**config.mk**
```make
export PLATFORM = sky130hd
export DESIGN_NAME = nor_program_erase_suspend_ctrl
export DESIGN_NICKNAME = d
export VERILOG_FILES = /design/src/rtl/nor_pe_pkg.sv /design/src/rtl/link_sync3.sv /design/src/rtl/nor_program_erase_suspend_ctrl.sv /design/src/rtl/pe_countdown.sv
export SDC_FILE = /design/constraint.sdc
export NUM_CORES = 1
export LEC_CHECK = 0
export BUFFER_PORTS_ARGS = -buffer_cell sky130_fd_sc_hd__buf_2
export CORE_ASPECT_RATIO = 1.1
export CORE_UTILIZATION = 30
export CTS_BUF_LIST = sky130_fd_sc_hd__clkbuf_16
export DETAILED_ROUTE_END_ITERATION = 8
export GPL_TIMING_DRIVEN = 0
export MAX_ROUTING_LAYER = met4
export PLACE_DENSITY_LB_ADDON = 0.12
export REMOVE_ABC_BUFFERS = 1
export SETUP_SLACK_MARGIN = 0.05
export SYNTH_ARGS = -nofsm -noshare
export SYNTH_HDL_FRONTEND = slang
export SYNTH_SLANG_ARGS = --single-unit
```
**constraint.sdc**
```tcl
create_clock -name ref_clk -period 21.2 [get_ports ref_clk]
set_input_delay 2.12 -clock ref_clk [delete_from_list [all_inputs] [get_ports ref_clk]]
set_output_delay 2.12 -clock ref_clk [all_outputs]
set_load 0.02 [all_outputs]
```
**src/rtl/nor_pe_pkg.sv**
```systemverilog
// constants, types and carriers of the program/erase/suspend sequencer
// assumes a 100 MHz sequencer clock; no other package is needed
package nor_pe_pkg;

	// ----------------------------------------------------------------
	// clock and times
	// ----------------------------------------------------------------
	localparam int unsigned CLK_MHZ    = 100;
	localparam int unsigned PP_US      = 500;     // page_program_time
	localparam int unsigned SSE_US     = 50000;   // subsector_erase_time
	localparam int unsigned SE_US      = 500000;  // sector_erase_time
	localparam int unsigned BE_US      = 2000000; // bulk_erase_time
	localparam int unsigned SUSP_LAT_US = 20;
	localparam logic [31:0] PP_CYC_DEF  = 32'(PP_US * CLK_MHZ);
	localparam logic [31:0] SSE_CYC_DEF = 32'(SSE_US * CLK_MHZ);
	localparam logic [31:0] SE_CYC_DEF  = 32'(SE_US * CLK_MHZ);
	localparam logic [31:0] BE_CYC_DEF  = 32'(BE_US * CLK_MHZ);
	localparam logic [11:0] LAT_CYC     = 12'(SUSP_LAT_US * CLK_MHZ);

	// ----------------------------------------------------------------
	// opcodes
	// ----------------------------------------------------------------
	localparam logic [7:0] OPC_PP3  = 8'h02;
	localparam logic [7:0] OPC_QP3  = 8'h32;
	localparam logic [7:0] OPC_PP4  = 8'h12;
	localparam logic [7:0] OPC_QP4  = 8'h34;
	localparam logic [7:0] OPC_SSE  = 8'h20;
	localparam logic [7:0] OPC_SSE2 = 8'h52;
	localparam logic [7:0] OPC_SE   = 8'hD8;
	localparam logic [7:0] OPC_BE   = 8'hC7;
	localparam logic [7:0] OPC_BE2  = 8'h60;
	localparam logic [7:0] OPC_SUSP = 8'h75;
	localparam logic [7:0] OPC_RES  = 8'h7A;
	localparam logic [7:0] OPC_CLRF = 8'h50;
	localparam logic [7:0] OPC_WREN = 8'h06;
	localparam logic [7:0] OPC_WRDI = 8'h04;
	localparam logic [7:0] OPC_EN4  = 8'hB7;
	localparam logic [7:0] OPC_EX4  = 8'hE9;

	// ----------------------------------------------------------------
	// flag status fields and misc
	// ----------------------------------------------------------------
	localparam logic [7:0] FSR_RST  = 8'h80;
	localparam logic [7:0] FSR_PEC  = 8'h80;
	localparam logic [7:0] FSR_ESUS = 8'h40;
	localparam logic [7:0] FSR_EERR = 8'h20;
	localparam logic [7:0] FSR_PERR = 8'h10;
	localparam logic [7:0] FSR_PSUS = 8'h04;
	localparam logic [7:0] FSR_PROT = 8'h02;
	localparam logic [7:0] ERASE_FILL = 8'hFF;
	localparam int unsigned SECT_SHIFT = 16;

	// ----------------------------------------------------------------
	// types
	// ----------------------------------------------------------------
	typedef enum logic [4:0] {
		OP_NONE = 5'b00001,
		OP_PROG = 5'b00010,
		OP_SSE  = 5'b00100,
		OP_SE   = 5'b01000,
		OP_BE   = 5'b10000
	} op_kind_e;

	typedef enum logic [3:0] {
		ST_IDLE = 4'b0001,
		ST_RUN  = 4'b0010,
		ST_LAT  = 4'b0100,
		ST_SUSP = 4'b1000
	} pe_state_e;

	typedef struct packed {
		logic       sclk;
		logic       cs_n;
		logic [3:0] dq;
	} link_s;

	typedef struct packed {
		logic        valid;
		op_kind_e    kind;
		logic [31:0] addr;
		logic [7:0]  fill;
	} array_cmd_s;

	localparam link_s LINK_IDLE = '{sclk: 1'h0, cs_n: 1'h1, dq: 4'h0};

endpackage

```
**src/rtl/link_sync3.sv**
```systemverilog
// three-stage synchroniser with agreement filter
// assumes asynchronous inputs; output moves only when stages two and three agree
`timescale 1ns/1ps
module link_sync3 #(
	parameter int unsigned   W    = 1,
	parameter logic [W-1:0]  INIT = '0
)(
	input  wire logic         clk,   // sampling clock
	input  wire logic         rst_n, // active-low reset
	input  wire logic [W-1:0] d,     // asynchronous input
	output logic      [W-1:0] q      // filtered output
);
	logic [W-1:0] s1_r;
	logic [W-1:0] s2_r;
	logic [W-1:0] s3_r;
	logic [W-1:0] agree;

	assign agree = ~(s2_r ^ s3_r);

	always_ff @(posedge clk or negedge rst_n) begin
		if (!rst_n) begin
			s1_r <= INIT;
			s2_r <= INIT;
			s3_r <= INIT;
			q    <= INIT;
		end else begin
			s1_r <= d;
			s2_r <= s1_r;
			s3_r <= s2_r;
			q    <= (s3_r & agree) | (q & ~agree);
		end
	end
endmodule // link_sync3

```
**src/rtl/nor_program_erase_suspend_ctrl.sv**
```systemverilog
// serial flash program/erase/suspend command sequencer
// assumes link pins asynchronous to ref_clk; array, protection on ref_clk
`timescale 1ns/1ps
// Summary of operation
// - accept 4-byte page and quad program opcodes with 32-bit address
// - dedicated 4-byte opcodes always use 4 address bytes; others follow mode
// - address mode from nonvolatile strap or enter/exit commands
// - accepted program runs self-timed for the page program time
// - erase only sets bits, fill value all ones
// - erase without write enable latch is ignored, no flags
// - select released mid-byte: nothing executes, no flags, latch kept
// - erase of protected subsector refused, latch kept, flag bits 1 and 5
// - erase running: controller flag 0, write-in-progress 1, then 0
// - latch cleared at end of every erase
// - timeout clears latch and sets erase error flag, or program error flag (bit 4) for a program
// - decode subsector, sector, bulk erase; any address inside target
// - bulk erase refused if any sector locked, flag bits 1 and 5
// - subsector and sector erase may be suspended and resumed
// - erase duration selected by command kind
// - suspend halts active program, subsector or sector erase within suspend latency; bulk erase ignores it
// - suspend sets flag bit 2 for program, bit 6 for erase
// - after latency flag bit 7 set; host waits to read it
// - too little time left: finish instead, clear bit 2 or 6
// - suspend state volatile, flag status resets to 80h
// - one nesting level: program inside suspended erase, resumed in order
// - resume ignored when nothing is suspended
// - program into erase-suspended sector ignored, flag bit 4, latch kept
// - clear flag status resets erase, program, protection errors
module nor_program_erase_suspend_ctrl
	import nor_pe_pkg::*;
#(
	parameter logic [31:0] PP_CYC  = PP_CYC_DEF,  // program duration
	parameter logic [31:0] SSE_CYC = SSE_CYC_DEF, // subsector erase duration
	parameter logic [31:0] SE_CYC  = SE_CYC_DEF,  // sector erase duration
	parameter logic [31:0] BE_CYC  = BE_CYC_DEF   // bulk erase duration
)(
	input  wire logic  ref_clk,      // 100 MHz clock
	input  wire logic  nrst,         // async reset, active low
	input  wire link_s link,         // serial clock, select, data lines
	input  wire logic  nv_addr4,     // nonvolatile 4-byte mode setting
	input  wire logic  prot_hit,     // frame_addr_r lies in protected area
	input  wire logic  any_locked,   // some sector locked
	input  wire logic  op_fault,     // array timeout pulse
	output logic       wel_r,        // write enable latch
	output logic       wip_r,        // write in progress
	output logic [7:0] fsr_r,        // flag status
	output logic       addr4_r,      // 4-byte address mode
	output logic [31:0] frame_addr_r, // address of current frame
	output array_cmd_s array_cmd_r,  // start of an array operation
	output logic       array_run_r   // array may advance current op
);
	// ----------------------------------------------------------------
	// reset release
	// ----------------------------------------------------------------
	logic [1:0] rst_q_r;
	logic       rst_n;

	always_ff @(posedge ref_clk or negedge nrst) begin
		if (!nrst)
			rst_q_r <= 2'h0;
		else
			rst_q_r <= {rst_q_r[0], 1'h1};
	end
	assign rst_n = rst_q_r[1];

	// ----------------------------------------------------------------
	// link sampling
	// ----------------------------------------------------------------
	link_s link_f;
	link_s link_p_r;
	logic  sclk_rise;
	logic  cs_fall;
	logic  cs_rise;

	link_sync3 #(.W(6), .INIT(LINK_IDLE)) u_sync (
		.clk   (ref_clk),
		.rst_n (rst_n),
		.d     (link),
		.q     (link_f)
	);

	always_ff @(posedge ref_clk or negedge rst_n) begin
		if (!rst_n)
			link_p_r <= LINK_IDLE;
		else
			link_p_r <= link_f;
	end

	assign sclk_rise = link_f.sclk & ~link_p_r.sclk & ~link_f.cs_n;
	assign cs_fall   = ~link_f.cs_n & link_p_r.cs_n;
	assign cs_rise   = link_f.cs_n & ~link_p_r.cs_n;

	// ----------------------------------------------------------------
	// frame assembly
	// ----------------------------------------------------------------
	logic [2:0] bitpos_r;
	logic [2:0] nbytes_r;
	logic [7:0] sr_r;
	logic [7:0] opc_r;
	logic       is4;
	logic [2:0] alen;
	logic       quadph;
	logic [2:0] bp_nxt;
	logic [7:0] sr_nxt;

	always_comb begin
		is4    = (opc_r == OPC_PP4) || (opc_r == OPC_QP4);
		alen   = (is4 || addr4_r) ? 3'h4 : 3'h3;
		quadph = ((opc_r == OPC_QP4) || (opc_r == OPC_QP3)) && (nbytes_r > alen);
		bp_nxt = bitpos_r + (quadph ? 3'h4 : 3'h1);
		sr_nxt = quadph ? {sr_r[3:0], link_f.dq} : {sr_r[6:0], link_f.dq[0]};
	end

	always_ff @(posedge ref_clk or negedge rst_n) begin
		if (!rst_n) begin
			bitpos_r     <= 3'h0;
			nbytes_r     <= 3'h0;
			sr_r         <= 8'h00;
			opc_r        <= 8'h00;
			frame_addr_r <= 32'h0;
		end else if (cs_fall) begin
			bitpos_r     <= 3'h0;
			nbytes_r     <= 3'h0;
			frame_addr_r <= 32'h0;
		end else if (sclk_rise) begin
			bitpos_r <= bp_nxt;
			sr_r     <= sr_nxt;
			if (bp_nxt == 3'h0) begin
				if (nbytes_r != 3'h7)
					nbytes_r <= nbytes_r + 3'h1;
				if (nbytes_r == 3'h0)
					opc_r <= sr_nxt;
				else if (nbytes_r <= alen)
					frame_addr_r <= {frame_addr_r[23:0], sr_nxt};
			end
		end
	end

	// ----------------------------------------------------------------
	// command decode
	// ----------------------------------------------------------------
	logic     is_prog;
	logic     is_erase;
	op_kind_e ers_kind;
	logic [31:0] ers_cyc;
	logic [2:0] need;
	logic     frame_ok;

	always_comb begin
		is_prog  = (opc_r == OPC_PP3) || (opc_r == OPC_QP3) ||
		           (opc_r == OPC_PP4) || (opc_r == OPC_QP4);
		is_erase = 1'h1;
		ers_kind = OP_NONE;
		ers_cyc  = 32'h0;
		case (opc_r)
			OPC_SSE, OPC_SSE2: begin
				ers_kind = OP_SSE;
				ers_cyc  = SSE_CYC;
			end
			OPC_SE: begin
				ers_kind = OP_SE;
				ers_cyc  = SE_CYC;
			end
			OPC_BE, OPC_BE2: begin
				ers_kind = OP_BE;
				ers_cyc  = BE_CYC;
			end
			default: is_erase = 1'h0;
		endcase
		if (is_prog)
			need = alen + 3'h2;
		else if (is_erase && ers_kind != OP_BE)
			need = alen + 3'h1;
		else
			need = 3'h1;
		// a frame counts only when select rises on a byte boundary
		frame_ok = cs_rise && (bitpos_r == 3'h0) && (nbytes_r >= need);
	end

	// ----------------------------------------------------------------
	// sequencing events
	// ----------------------------------------------------------------
	pe_state_e   st_r;
	op_kind_e    cur_kind_r;
	op_kind_e    held_kind_r;
	logic [31:0] cur_addr_r;
	logic [31:0] held_addr_r;
	logic [31:0] held_rem_r;
	logic        held_r;
	logic        late_r;
	logic [11:0] lat_r;
	logic [31:0] t_rem;
	logic        t_done;
	logic        tload;
	logic [31:0] tval;
	logic [7:0]  fset;
	logic [7:0]  fclr;
	logic        go_prog;
	logic        go_nest;
	logic        go_erase;
	logic        go_lat;
	logic        go_late;
	logic        go_res;
	logic        go_end;
	logic        lat_done;
	logic        cur_is_prog;

	always_comb begin
		fset     = 8'h00;
		fclr     = 8'h00;
		go_prog  = 1'h0;
		go_nest  = 1'h0;
		go_erase = 1'h0;
		go_lat   = 1'h0;
		go_late  = 1'h0;
		go_res   = 1'h0;
		tload    = 1'h0;
		tval     = 32'h0;
		cur_is_prog = (cur_kind_r == OP_PROG);
		go_end   = (st_r == ST_RUN) && (t_done || op_fault);
		lat_done = (st_r == ST_LAT) && (lat_r == 12'h0);
		if (go_end) begin
			fset = fset | FSR_PEC;
			if (late_r)
				fclr = fclr | (cur_is_prog ? FSR_PSUS : FSR_ESUS);
			if (op_fault)
				fset = fset | (cur_is_prog ? FSR_PERR : FSR_EERR);
			if (held_r) begin
				tload = 1'h1;
				tval  = held_rem_r;
			end
		end
		if (lat_done)
			fset = fset | FSR_PEC;
		if (frame_ok) begin
			if (is_prog && wel_r &&
			    (st_r == ST_IDLE || (st_r == ST_SUSP && !cur_is_prog))) begin
				if (st_r == ST_SUSP &&
				    frame_addr_r[31:SECT_SHIFT] == cur_addr_r[31:SECT_SHIFT])
					fset = fset | FSR_PERR;
				else if (prot_hit)
					fset = fset | FSR_PROT | FSR_PERR;
				else begin
					go_prog = 1'h1;
					go_nest = (st_r == ST_SUSP);
					tload   = 1'h1;
					tval    = PP_CYC;
					fclr    = fclr | FSR_PEC;
				end
			end
			// latch clear means the erase is dropped with no flag
			if (is_erase && wel_r && st_r == ST_IDLE) begin
				if ((ers_kind == OP_BE) ? any_locked : prot_hit)
					fset = fset | FSR_PROT | FSR_EERR;
				else begin
					go_erase = 1'h1;
					tload    = 1'h1;
					tval     = ers_cyc;
					fclr     = fclr | FSR_PEC;
				end
			end
			if (opc_r == OPC_SUSP && st_r == ST_RUN && !go_end &&
			    cur_kind_r != OP_BE && !late_r) begin
				fset = fset | (cur_is_prog ? FSR_PSUS : FSR_ESUS);
				if (t_rem < {20'h0, LAT_CYC})
					go_late = 1'h1;
				else
					go_lat = 1'h1;
			end
			if (opc_r == OPC_RES && st_r == ST_SUSP) begin
				go_res = 1'h1;
				fclr   = fclr | FSR_PEC | (cur_is_prog ? FSR_PSUS : FSR_ESUS);
			end
			if (opc_r == OPC_CLRF)
				fclr = fclr | FSR_EERR | FSR_PERR | FSR_PROT;
		end
	end

	pe_countdown u_timer (
		.clk      (ref_clk),
		.rst_n    (rst_n),
		.load     (tload),
		.load_val (tval),
		.run      (st_r == ST_RUN),
		.rem      (t_rem),
		.done     (t_done)
	);

	// ----------------------------------------------------------------
	// operation state
	// ----------------------------------------------------------------
	always_ff @(posedge ref_clk or negedge rst_n) begin
		if (!rst_n) begin
			st_r        <= ST_IDLE;
			cur_kind_r  <= OP_NONE;
			held_kind_r <= OP_NONE;
			cur_addr_r  <= 32'h0;
			held_addr_r <= 32'h0;
			held_rem_r  <= 32'h0;
			held_r      <= 1'h0;
			late_r      <= 1'h0;
			lat_r       <= 12'h0;
		end else if (go_end) begin
			late_r <= 1'h0;
			if (held_r) begin
				st_r       <= ST_SUSP;
				cur_kind_r <= held_kind_r;
				cur_addr_r <= held_addr_r;
				held_r     <= 1'h0;
			end else begin
				st_r       <= ST_IDLE;
				cur_kind_r <= OP_NONE;
			end
		end else if (go_prog) begin
			st_r       <= ST_RUN;
			cur_kind_r <= OP_PROG;
			cur_addr_r <= frame_addr_r;
			if (go_nest) begin
				held_r      <= 1'h1;
				held_kind_r <= cur_kind_r;
				held_addr_r <= cur_addr_r;
				held_rem_r  <= t_rem;
			end
		end else if (go_erase) begin
			st_r       <= ST_RUN;
			cur_kind_r <= ers_kind;
			cur_addr_r <= frame_addr_r;
		end else if (go_lat) begin
			st_r  <= ST_LAT;
			lat_r <= LAT_CYC - 12'h1;
		end else if (go_late) begin
			late_r <= 1'h1;
		end else if (lat_done) begin
			st_r <= ST_SUSP;
		end else if (st_r == ST_LAT) begin
			lat_r <= lat_r - 12'h1;
		end else if (go_res) begin
			st_r <= ST_RUN;
		end
	end

	// ----------------------------------------------------------------
	// status bits
	// ----------------------------------------------------------------
	always_ff @(posedge ref_clk or negedge rst_n) begin
		if (!rst_n)
			fsr_r <= FSR_RST;
		else
			fsr_r <= (fsr_r & ~fclr) | fset; // events win over clears
	end

	always_ff @(posedge ref_clk or negedge rst_n) begin
		if (!rst_n)
			wip_r <= 1'h0;
		else if (go_prog || go_erase || go_res)
			wip_r <= 1'h1;
		else if (go_end || lat_done)
			wip_r <= 1'h0;
	end

	// protection refusals and suspended-sector hits leave the latch alone
	always_ff @(posedge ref_clk or negedge rst_n) begin
		if (!rst_n)
			wel_r <= 1'h0;
		else if (frame_ok && opc_r == OPC_WREN)
			wel_r <= 1'h1;
		else if (go_end || (frame_ok && opc_r == OPC_WRDI))
			wel_r <= 1'h0;
	end

	// strap is caught one cycle after release, never under reset
	logic init_r;

	always_ff @(posedge ref_clk or negedge rst_n) begin
		if (!rst_n) begin
			init_r  <= 1'h0;
			addr4_r <= 1'h0;
		end else if (!init_r) begin
			init_r  <= 1'h1;
			addr4_r <= nv_addr4;
		end else if (frame_ok && opc_r == OPC_EN4) begin
			addr4_r <= 1'h1;
		end else if (frame_ok && opc_r == OPC_EX4) begin
			addr4_r <= 1'h0;
		end
	end

	// ----------------------------------------------------------------
	// array side
	// ----------------------------------------------------------------
	always_ff @(posedge ref_clk or negedge rst_n) begin
		if (!rst_n) begin
			array_cmd_r <= '{valid: 1'h0, kind: OP_NONE, addr: 32'h0, fill: 8'h00};
			array_run_r <= 1'h0;
		end else begin
			array_cmd_r.valid <= go_prog || go_erase;
			if (go_prog || go_erase) begin
				array_cmd_r.kind <= go_prog ? OP_PROG : ers_kind;
				array_cmd_r.addr <= frame_addr_r;
				array_cmd_r.fill <= go_erase ? ERASE_FILL : 8'h00;
			end
			if (go_prog || go_erase || go_res)
				array_run_r <= 1'h1;
			else if (go_end || go_lat)
				array_run_r <= 1'h0;
		end
	end
endmodule // nor_program_erase_suspend_ctrl

```
**src/rtl/pe_countdown.sv**
```systemverilog
// down counter for self-timed array operations
// assumes load and run come from logic on the same clock
`timescale 1ns/1ps
module pe_countdown (
	input  wire logic        clk,      // sequencer clock
	input  wire logic        rst_n,    // active-low reset
	input  wire logic        load,     // load a new duration
	input  wire logic [31:0] load_val, // duration in cycles
	input  wire logic        run,      // count while high
	output logic      [31:0] rem,      // cycles remaining
	output logic             done      // one-cycle pulse on reaching zero
);
	always_ff @(posedge clk or negedge rst_n) begin
		if (!rst_n) begin
			rem  <= 32'h0;
			done <= 1'h0;
		end else begin
			done <= run && !load && (rem == 32'h1);
			if (load)
				rem <= load_val;
			else if (run && rem != 32'h0)
				rem <= rem - 32'h1;
		end
	end
endmodule // pe_countdown

```
==> results of run 1 <==
## final timing paths
path	start	end	slack, ps	cells after the start
worst max-delay path	opc_r[1]$_DFFE_PN0P_	u_timer.rem[9]$_DFFE_PN0P_	16190	12
worst min-delay path	u_sync.s1_r[2]$_DFF_PN0_	u_sync.s2_r[2]$_DFF_PN0_	350	0
worst max register to register	opc_r[1]$_DFFE_PN0P_	u_timer.rem[9]$_DFFE_PN0P_	16190	12
worst min register to register	u_sync.s1_r[2]$_DFF_PN0_	u_sync.s2_r[2]$_DFF_PN0_	350	0
max in group asynchronous	rst_q_r[1]$_DFF_PN0_	fsr_r[7]$_DFF_PN1_	19690	2
min in group asynchronous	rst_q_r[1]$_DFF_PN0_	array_cmd_r[32]$_DFFE_PN0P_	360	0
## layer usage
metal / up-vias / GRT usage / wire (um)
met3: 44 / 0.0241 / 1250
met1: 4200 / 0.221 / 14500
met2: 153 / 0.263 / 14800
li1: 4138 / - / -
met5: - / - / 0
met4: 0 / 0.0414 / 665
## worst register-to-register path: cells and delay by family (launching register included)
kind / cells / cell delay [ps]
flops: 1 / 540
fa+ha+maj: 1 / 280
simple gates: 6 / 2470
compound gates: 5 / 1630
## registers in the layout (all words and copies together) (netlist names), 8 cells and up, named ones only
name,cells
u_timer.rem,32
held_rem_r,32
lat_r,12
frame_addr_r,32
array_cmd_r,39
held_addr_r,16
cur_addr_r,16
opc_r,8
## Yosys cell counts (3+ instances only)
| library cell | n |
|---|---|
| buf_4 | 9 |
| a21oi_1 | 38 |
| or4b_2 | 3 |
| inv_1 | 21 |
| and2_1 | 3 |
| nand4_1 | 11 |
| o21ai_0 | 55 |
| nor3b_1 | 7 |
| a31oi_1 | 11 |
| nor4b_1 | 6 |
| o21a_1 | 5 |
| nand4b_1 | 5 |
| dfrtp_1 | 246 |
| o211ai_1 | 6 |
| nor2_1 | 94 |
| dfstp_2 | 10 |
| nand2b_1 | 7 |
| nand3_1 | 21 |
| or2_2 | 6 |
| mux2i_1 | 51 |
| nand2_1 | 196 |
| a211oi_1 | 9 |
| o21ai_1 | 9 |
| a22o_1 | 8 |
| a211o_1 | 5 |
| maj3_1 | 6 |
| nor2b_1 | 8 |
| nand3b_1 | 3 |
| a22oi_1 | 3 |
| xor2_1 | 19 |
| a21o_1 | 6 |
| xnor2_1 | 30 |
| nor3_1 | 17 |
| ha_1 | 14 |
| buf_2 | 15 |
| nor4_1 | 18 |
| clkbuf_1 | 38 |
| and3_1 | 9 |
| or3_1 | 9 |
| mux2_2 | 46 |
| o41ai_1 | 4 |
| or4_1 | 10 |
## cells by family (layout without fill, tap and decap cells)
logic type,after synthesis,in the layout,synth area share
other cells,2,4,0.000638
compound gates,183,183,0.0991
mux,99,99,0.0893
flops,256,256,0.545
simple gates,441,441,0.177
xor+xnor,49,49,0.0365
buf+inv,85,195,0.0322
fa+ha+maj,20,20,0.0200
## layout by cell type (no fill, tap or decap), types with 10 or more instances in the layout
cell type    n
inv_1       32
a31oi_1     11
or4_1       10
dfstp_2     10
clkbuf_16   29
xnor2_1     30
nor3_1      15
nor4_1      18
buf_2       99
xor2_1      19
o21ai_1     10
nand4_1     11
a21oi_1     37
nand3_1     21
nor2_1      92
nand2_1    195
mux2i_1     51
ha_1        14
mux2_2      46
dfrtp_1    245
o21ai_0     54
## cell type report
| type | instances | area [um2] | area share |
|---|---|---|---|
| inverters | 21 | 78.8 | 0.00566 |
| repair buffers | 122 | 867 | 0.0622 |
| clock inverters | 23 | 148 | 0.0106 |
| well taps | 500 | 626 | 0.0449 |
| clock buffers | 29 | 726 | 0.0521 |
| flip-flops and latches | 256 | 6420 | 0.461 |
| multi-input cells | 796 | 5070 | 0.364 |
## power groups by stage
| stage | Combinational (mW) | Clock [mW] | Sequential [mW] |
|---|---|---|---|
| after floorplan | 0.0802 | 0 | 0.561 |
| after global placement | 0.106 | 0 | 0.575 |
| after detailed placement | 0.120 | 0 | 0.567 |
| after CTS | 0.121 | 0.490 | 0.559 |
| after global routing | 0.135 | 0.508 | 0.564 |
| final | 0.118 | 0.471 | 0.559 |
==> metrics.yaml, run 1 <==
route:
  postRouteWirelength_mm: 31.2
  ant_nets: 0
  drt_iter0_markers: 440
  routedWlPerCell_um: 17.8
  firstDrtPassIters: 4
  num_vias: 8535
  drc: 0
  via_per_inst: 4.89
sta:
  slew_headroom: 0.376
  tns_ps: 0
  fin_ws_ps: 16190
  setup_viol: 0
  post-route-min-period_ps: 5010
  max_freq_ghz: 0.200
  worst_hold_slack_ps: 346
  rsz0062_at_grt: "false"
  fin_skew_ps: 10.7
  final.period_utilization: 0.236
  final-max-slew-violation-count: 0
  hold_viol_final: 0
  tightestPinTransition_ps: 932
final_layout:
  area_growth_pct: 18.4
  final_nets: 1252
  drive_gt1_frac: 0.198
  fin_area_um2: 13900
  fin_util: 0.363
  layoutNonFillerInstCount: 1747
  antenna_cells: 0
  nFillCells: 3885
worst_setup_path:
  arrival_ps: 5440
  crit_slowest_cell: "or3_1"
  cp_data_required_time_ps: 21640
  cp_top_family: "simple AND/OR/NAND/NOR gates"
  end_kind: "register"
  slowest_delay_ps: 740
  critPathKind: "register to register"
  worstSetupStartpointType: "register"
  critical_path.max_fanout: 16
  critPathBufInv: 0
  worstPathCellList: "or4b_2, a21oi_1, or2_2, a21boi_0, ha_1, nor2b_1, o21a_1, or4_1, o21ai_1, or3_1, nor2_1, a211o_1"
clock_network:
  path_clk_slew_ps: 60
  cts_buffers: 29
  cts_hold_buf: 0
  cts_resized: 0
  cts_tree: "done"
  insertion_delay_ps: 550
  cts_htree_levels: 1
  clock-sinks: 256
  cts_setup_buffers: 0
  clockBufferDepth: 3
  cts_root_buffer: "clkbuf_16"
placement:
  placedCellCount: 1695
  place.gp.congestion: 0.783
  place_area_um2: 13100
  place.detailed.hpwl_mm: 21.4
  dpl_worst_slack_ps: 16200
  port-buffer-count: 99
power_and_ir_drop:
  peakVddDrop_mv: 0.0494
  p_comb_frac: 0.103
  p_total_mw: 1.15
  internal_power_mw: 0.835
  p_sw_mw: 0.314
  switching_share: 0.273
  p_seq_frac: 0.487
  clkPwrFrac: 0.410
  p_leak_nw: 6.42
  power_density_nw_per_um2: 82.4
synthesis:
  synth_cell_types: 71
  yosys.area.top_type: "dfrtp_1"
  synth_edf_count: 0
  ys_seq_area_frac: 0.545
  ys_seq_elements: 256
  synth_cells: 1135
  synthTopCellsByArea: "dfrtp_1, nand2_1, mux2_2"
  synth_flop_cell: "dfrtp_1"
  syn_area_um2: 11800
  ys_warn_count: 0
  avgSynthCellArea_um2: 10.4
  synth_top_area_share: 0.523
  ys_async_sr_fraction: 1.00
floorplanning:
  io_pins: 102
  die_h_um: 210
  dieWidth_um: 191
  core_um2: 38400
  num_rows: 75
  dieArea_um2: 40000
  start_util: 0.307
global_route:
  grt_usage: 0.166
  antenna_found_initial: 0
  grt_pass1_vias: 8756
  grt_max_degree: 63
  overflow: 0
  grt_pass1_wl_mm: 51.0
flow_run:
  cap_violations: 0
min_path:
  hold_path.class: "register to register"
run_status:
  status: "complete, no violations"
No activity file was read; power rests on OpenSTA's default activity.
==> run 2: changes to the inputs <==
ABC_AREA = 1   (was not set)
clock period = 4.7 ns   (was 21.2 ns; I/O delays follow)
==> metrics.yaml, run 2 <==
worst_setup_path:
  arrival_ps: 4690  # -750 ps
  end_kind: "register"
  critical_path.max_fanout: 16  # unchanged
  cp_data_required_time_ps: 5210  # -16,430 ps
  crit_slowest_cell: "nor2_2"
  reg2regPathDepth: 21  # +9
  slowest_delay_ps: 520  # -220 ps
  worstSetupStartpointType: "register"
  critPathKind: "register to register"
  worstPathCellList: "inv_2, nand2_1, nor2_1, nand2_1, inv_1, nor3_2, inv_1, ha_1, nand2_1, nor2_1, a211oi_1, a21oi_4, nand2_2, ha_1, ha_1, xor2_1, nand3b_1, nand3_2, nor2_2, nand3_1, o21ai_0"
min_path:
  min_path_cells: 3  # +3
  hold_path.class: "primary input to register"
placement:
  place.detailed.hpwl_mm: 23.4  # +9.4%
  place.gp.congestion: 0.823  # +5.1%
  placedCellCount: 2213  # +31%
  port-buffer-count: 99  # unchanged
  dpl_worst_slack_ps: -748  # -16,950 ps
route:
  drc: 0  # unchanged
  postRouteWirelength_mm: 36.6  # +17%
  via_per_inst: 4.71  # -3.5%
  num_vias: 10782  # +26%
  ant_nets: 0  # unchanged
  routedWlPerCell_um: 16.0  # -10%
  drt_iter0_markers: 764  # +74%
  firstDrtPassIters: 5  # +1
power_and_ir_drop:
  clkPwrFrac: 0.380  # -0.030
  peakVddDrop_mv: 0.296  # +500%
  power_density_nw_per_um2: 428  # +420%
  switching_share: 0.334  # +0.0611
  p_sw_mw: 2.15  # +590%
  p_seq_frac: 0.419  # -0.068
  p_leak_nw: 7.43  # +16%
  p_comb_frac: 0.201  # +0.098
  internal_power_mw: 4.28  # +410%
synthesis:
  ys_seq_elements: 256  # unchanged
  ys_async_sr_fraction: 1.00  # unchanged
  ys_warn_count: 0  # unchanged
  yosys.area.top_type: "dfrtp_1"
  synth_top_area_share: 0.482  # -0.0413
  avgSynthCellArea_um2: 7.91  # -24%
  synth-compound-area-share: 0.0905  # -0.00860
  synth_fa_ha_area_frac: 0.0184  # -0.00158
  synth_cell_types: 51  # -28%
  synthSimpleGateAreaFrac: 0.282  # +0.105
  synthTopCellsByArea: "dfrtp_1, nand2_1, inv_1"
  synth_cells: 1616  # +42%
  synth_xor_area_frac: 0.0178  # -0.0186
  ys_seq_area_frac: 0.502  # -0.0430
  syn_area_um2: 12800  # +8.6%
  synth_top_family_by_area: "simple AND/OR/NAND/NOR gates"
  synth_commonest_cells: "nand2_1, dfrtp_1, inv_1"
  synthMuxAreaShare: 0  # -0.0893
  synth_flop_cell: "dfrtp_1"
  synth_most_common_cell: "nand2_1"
  synth_edf_count: 0  # unchanged
clock_network:
  clock-sinks: 256  # unchanged
  cts_tree: "done"
  cts_buffers: 31  # +6.9%
  insertion_delay_ps: 590  # +40 ps
  path_clk_slew_ps: 60  # about the same
  clockBufferDepth: 3  # unchanged
  cts_root_buffer: "clkbuf_16"
  cts_htree_levels: 1  # unchanged
sta:
  tns_ps: 0  # unchanged
  slew_headroom: 0.0715  # -0.305
  final.period_utilization: 0.889  # +0.653
  fin_ws_ps: 520  # -15,670 ps
  rsz0062_at_grt: "false"
  fin_skew_ps: 19.9  # +9.18 ps
  max_freq_ghz: 0.239  # +20%
  hold_viol_final: 0  # unchanged
  tightestPinTransition_ps: 1390  # +459 ps
  post-route-min-period_ps: 4180  # -827 ps
  worst_hold_slack_ps: 138  # -208 ps
  setup_viol: 0  # unchanged
  final-max-slew-violation-count: 0  # unchanged
floorplanning:
  dieArea_um2: 43400  # +8.5%
  dieWidth_um: 199  # +4.2%
  die_h_um: 218  # +4.2%
  core_um2: 41600  # +8.3%
  io_pins: 102  # unchanged
  num_rows: 78  # +4.0%
  start_util: 0.307  # +0.000695
final_layout:
  area_growth_pct: 17.6
  drive_gt1_frac: 0.124  # -0.0737
  final_nets: 1730  # +38%
  mostFrequentLayoutCells: "nand2_1, dfrtp_1, inv_1"
  regMostFlops: "array_cmd_r"
  final_common_cell: "nand2_1"
  layoutNonFillerInstCount: 2288  # +31%
  antenna_cells: 0  # unchanged
  largest_reg_flops: 39  # unchanged
  fin_util: 0.361  # -0.00175
global_route:
  overflow: 0  # unchanged
  grt_max_degree: 66  # +4.8%
  grt_pass1_wl_mm: 59.0  # +16%
  antenna_found_initial: 0  # unchanged
  grt_pass1_vias: 10551  # +21%
  grt_usage: 0.176  # +0.0108
run_status:
  status: "complete, no violations"
flow_run:
  cap_violations: 0  # unchanged
==> run 2: metal layers <==
metal | wire length, um | vias to the layer above | GRT usage
met5 | 0 | - | -
met4 | 639 | 0 | 0.0436
met3 | 1850 | 34 | 0.0265
met2 | 16600 | 224 | 0.272
met1 | 17500 | 5126 | 0.242
li1 | - | 5398 | -
==> run 2: cell type report <==
cell class | instances | area (um2)
tap | 560 | 701
inverter | 181 | 694
fill | 4482 | 26500
multi-input combinational | 1114 | 5380
timing repair inverter | 1 | 5.00
timing repair buffer | 119 | 801
clock buffer | 31 | 776
sequential | 256 | 6420
clock inverter | 26 | 251
==> run 2: per-stage QoR <==
stage	power [mW]	cell area, um2
after floorplan	3.51	12300
after CTS	6.52	15000
after detailed placement	3.99	13800
after global placement	3.96	13500
after global routing	6.81	15000
final	6.43	15000
==> run 2: logic make-up (layout without fill, tap and decap cells) <==
family / after synthesis / in the layout
AND/OR/NAND/NOR: 849 / 854
flip-flops: 256 / 256
buffers and inverters: 253 / 358
AO/OA/AOI/OAI: 210 / 210
XOR/XNOR: 26 / 26
adder cells (fa/ha/maj): 20 / 20
other: 2 / 4
==> run 2: worst paths after layout <==
check	start	end	slack, ps
setup / recovery	opc_r[0]$_DFFE_PN0P_	opc_r[2]$_DFFE_PN0P_	520
hold / removal	nv_addr4	addr4_r$_DFFE_PN0P_	140
setup reg to reg	opc_r[0]$_DFFE_PN0P_	opc_r[2]$_DFFE_PN0P_	520
hold reg to reg	u_sync.s1_r[5]$_DFF_PN0_	u_sync.s2_r[5]$_DFF_PN0_	340
max in group asynchronous	rst_q_r[1]$_DFF_PN0_	array_cmd_r[31]$_DFFE_PN0P_	2970
min in group asynchronous	nrst	rst_q_r[1]$_DFF_PN0_	180
==> run 2: power by group through the flow <==
stage | registers [mW] | logic (mW) | clock network [mW]
floorplan | 2.83 | 0.687 | 0
global placement | 2.77 | 1.18 | 0
detailed placement | 2.74 | 1.25 | 0
CTS | 2.70 | 1.29 | 2.53
global route | 2.74 | 1.46 | 2.62
finish | 2.70 | 1.29 | 2.45
==> run 2: worst max-delay path: cells and delay by family (launching register included) <==
family / cells / cell delay (ps)
and+or+nand+nor: 11 / 2060
adders and majority gates: 3 / 720
xor gates and xnor gates: 1 / 160
DFF: 1 / 410
buffers and inverters: 3 / 260
AOI/OAI and AO/OA: 3 / 480
==> run 2: what timing repair did <==
action                                  CTS  global route
pin swaps                                 2             2
gates resized for setup                  11             5
cloned                                    3             3
hold endpoints to repair                  8             0
setup buffers                             5             0
endpoints found under the setup margin  155           148
hold buffers                              7             0
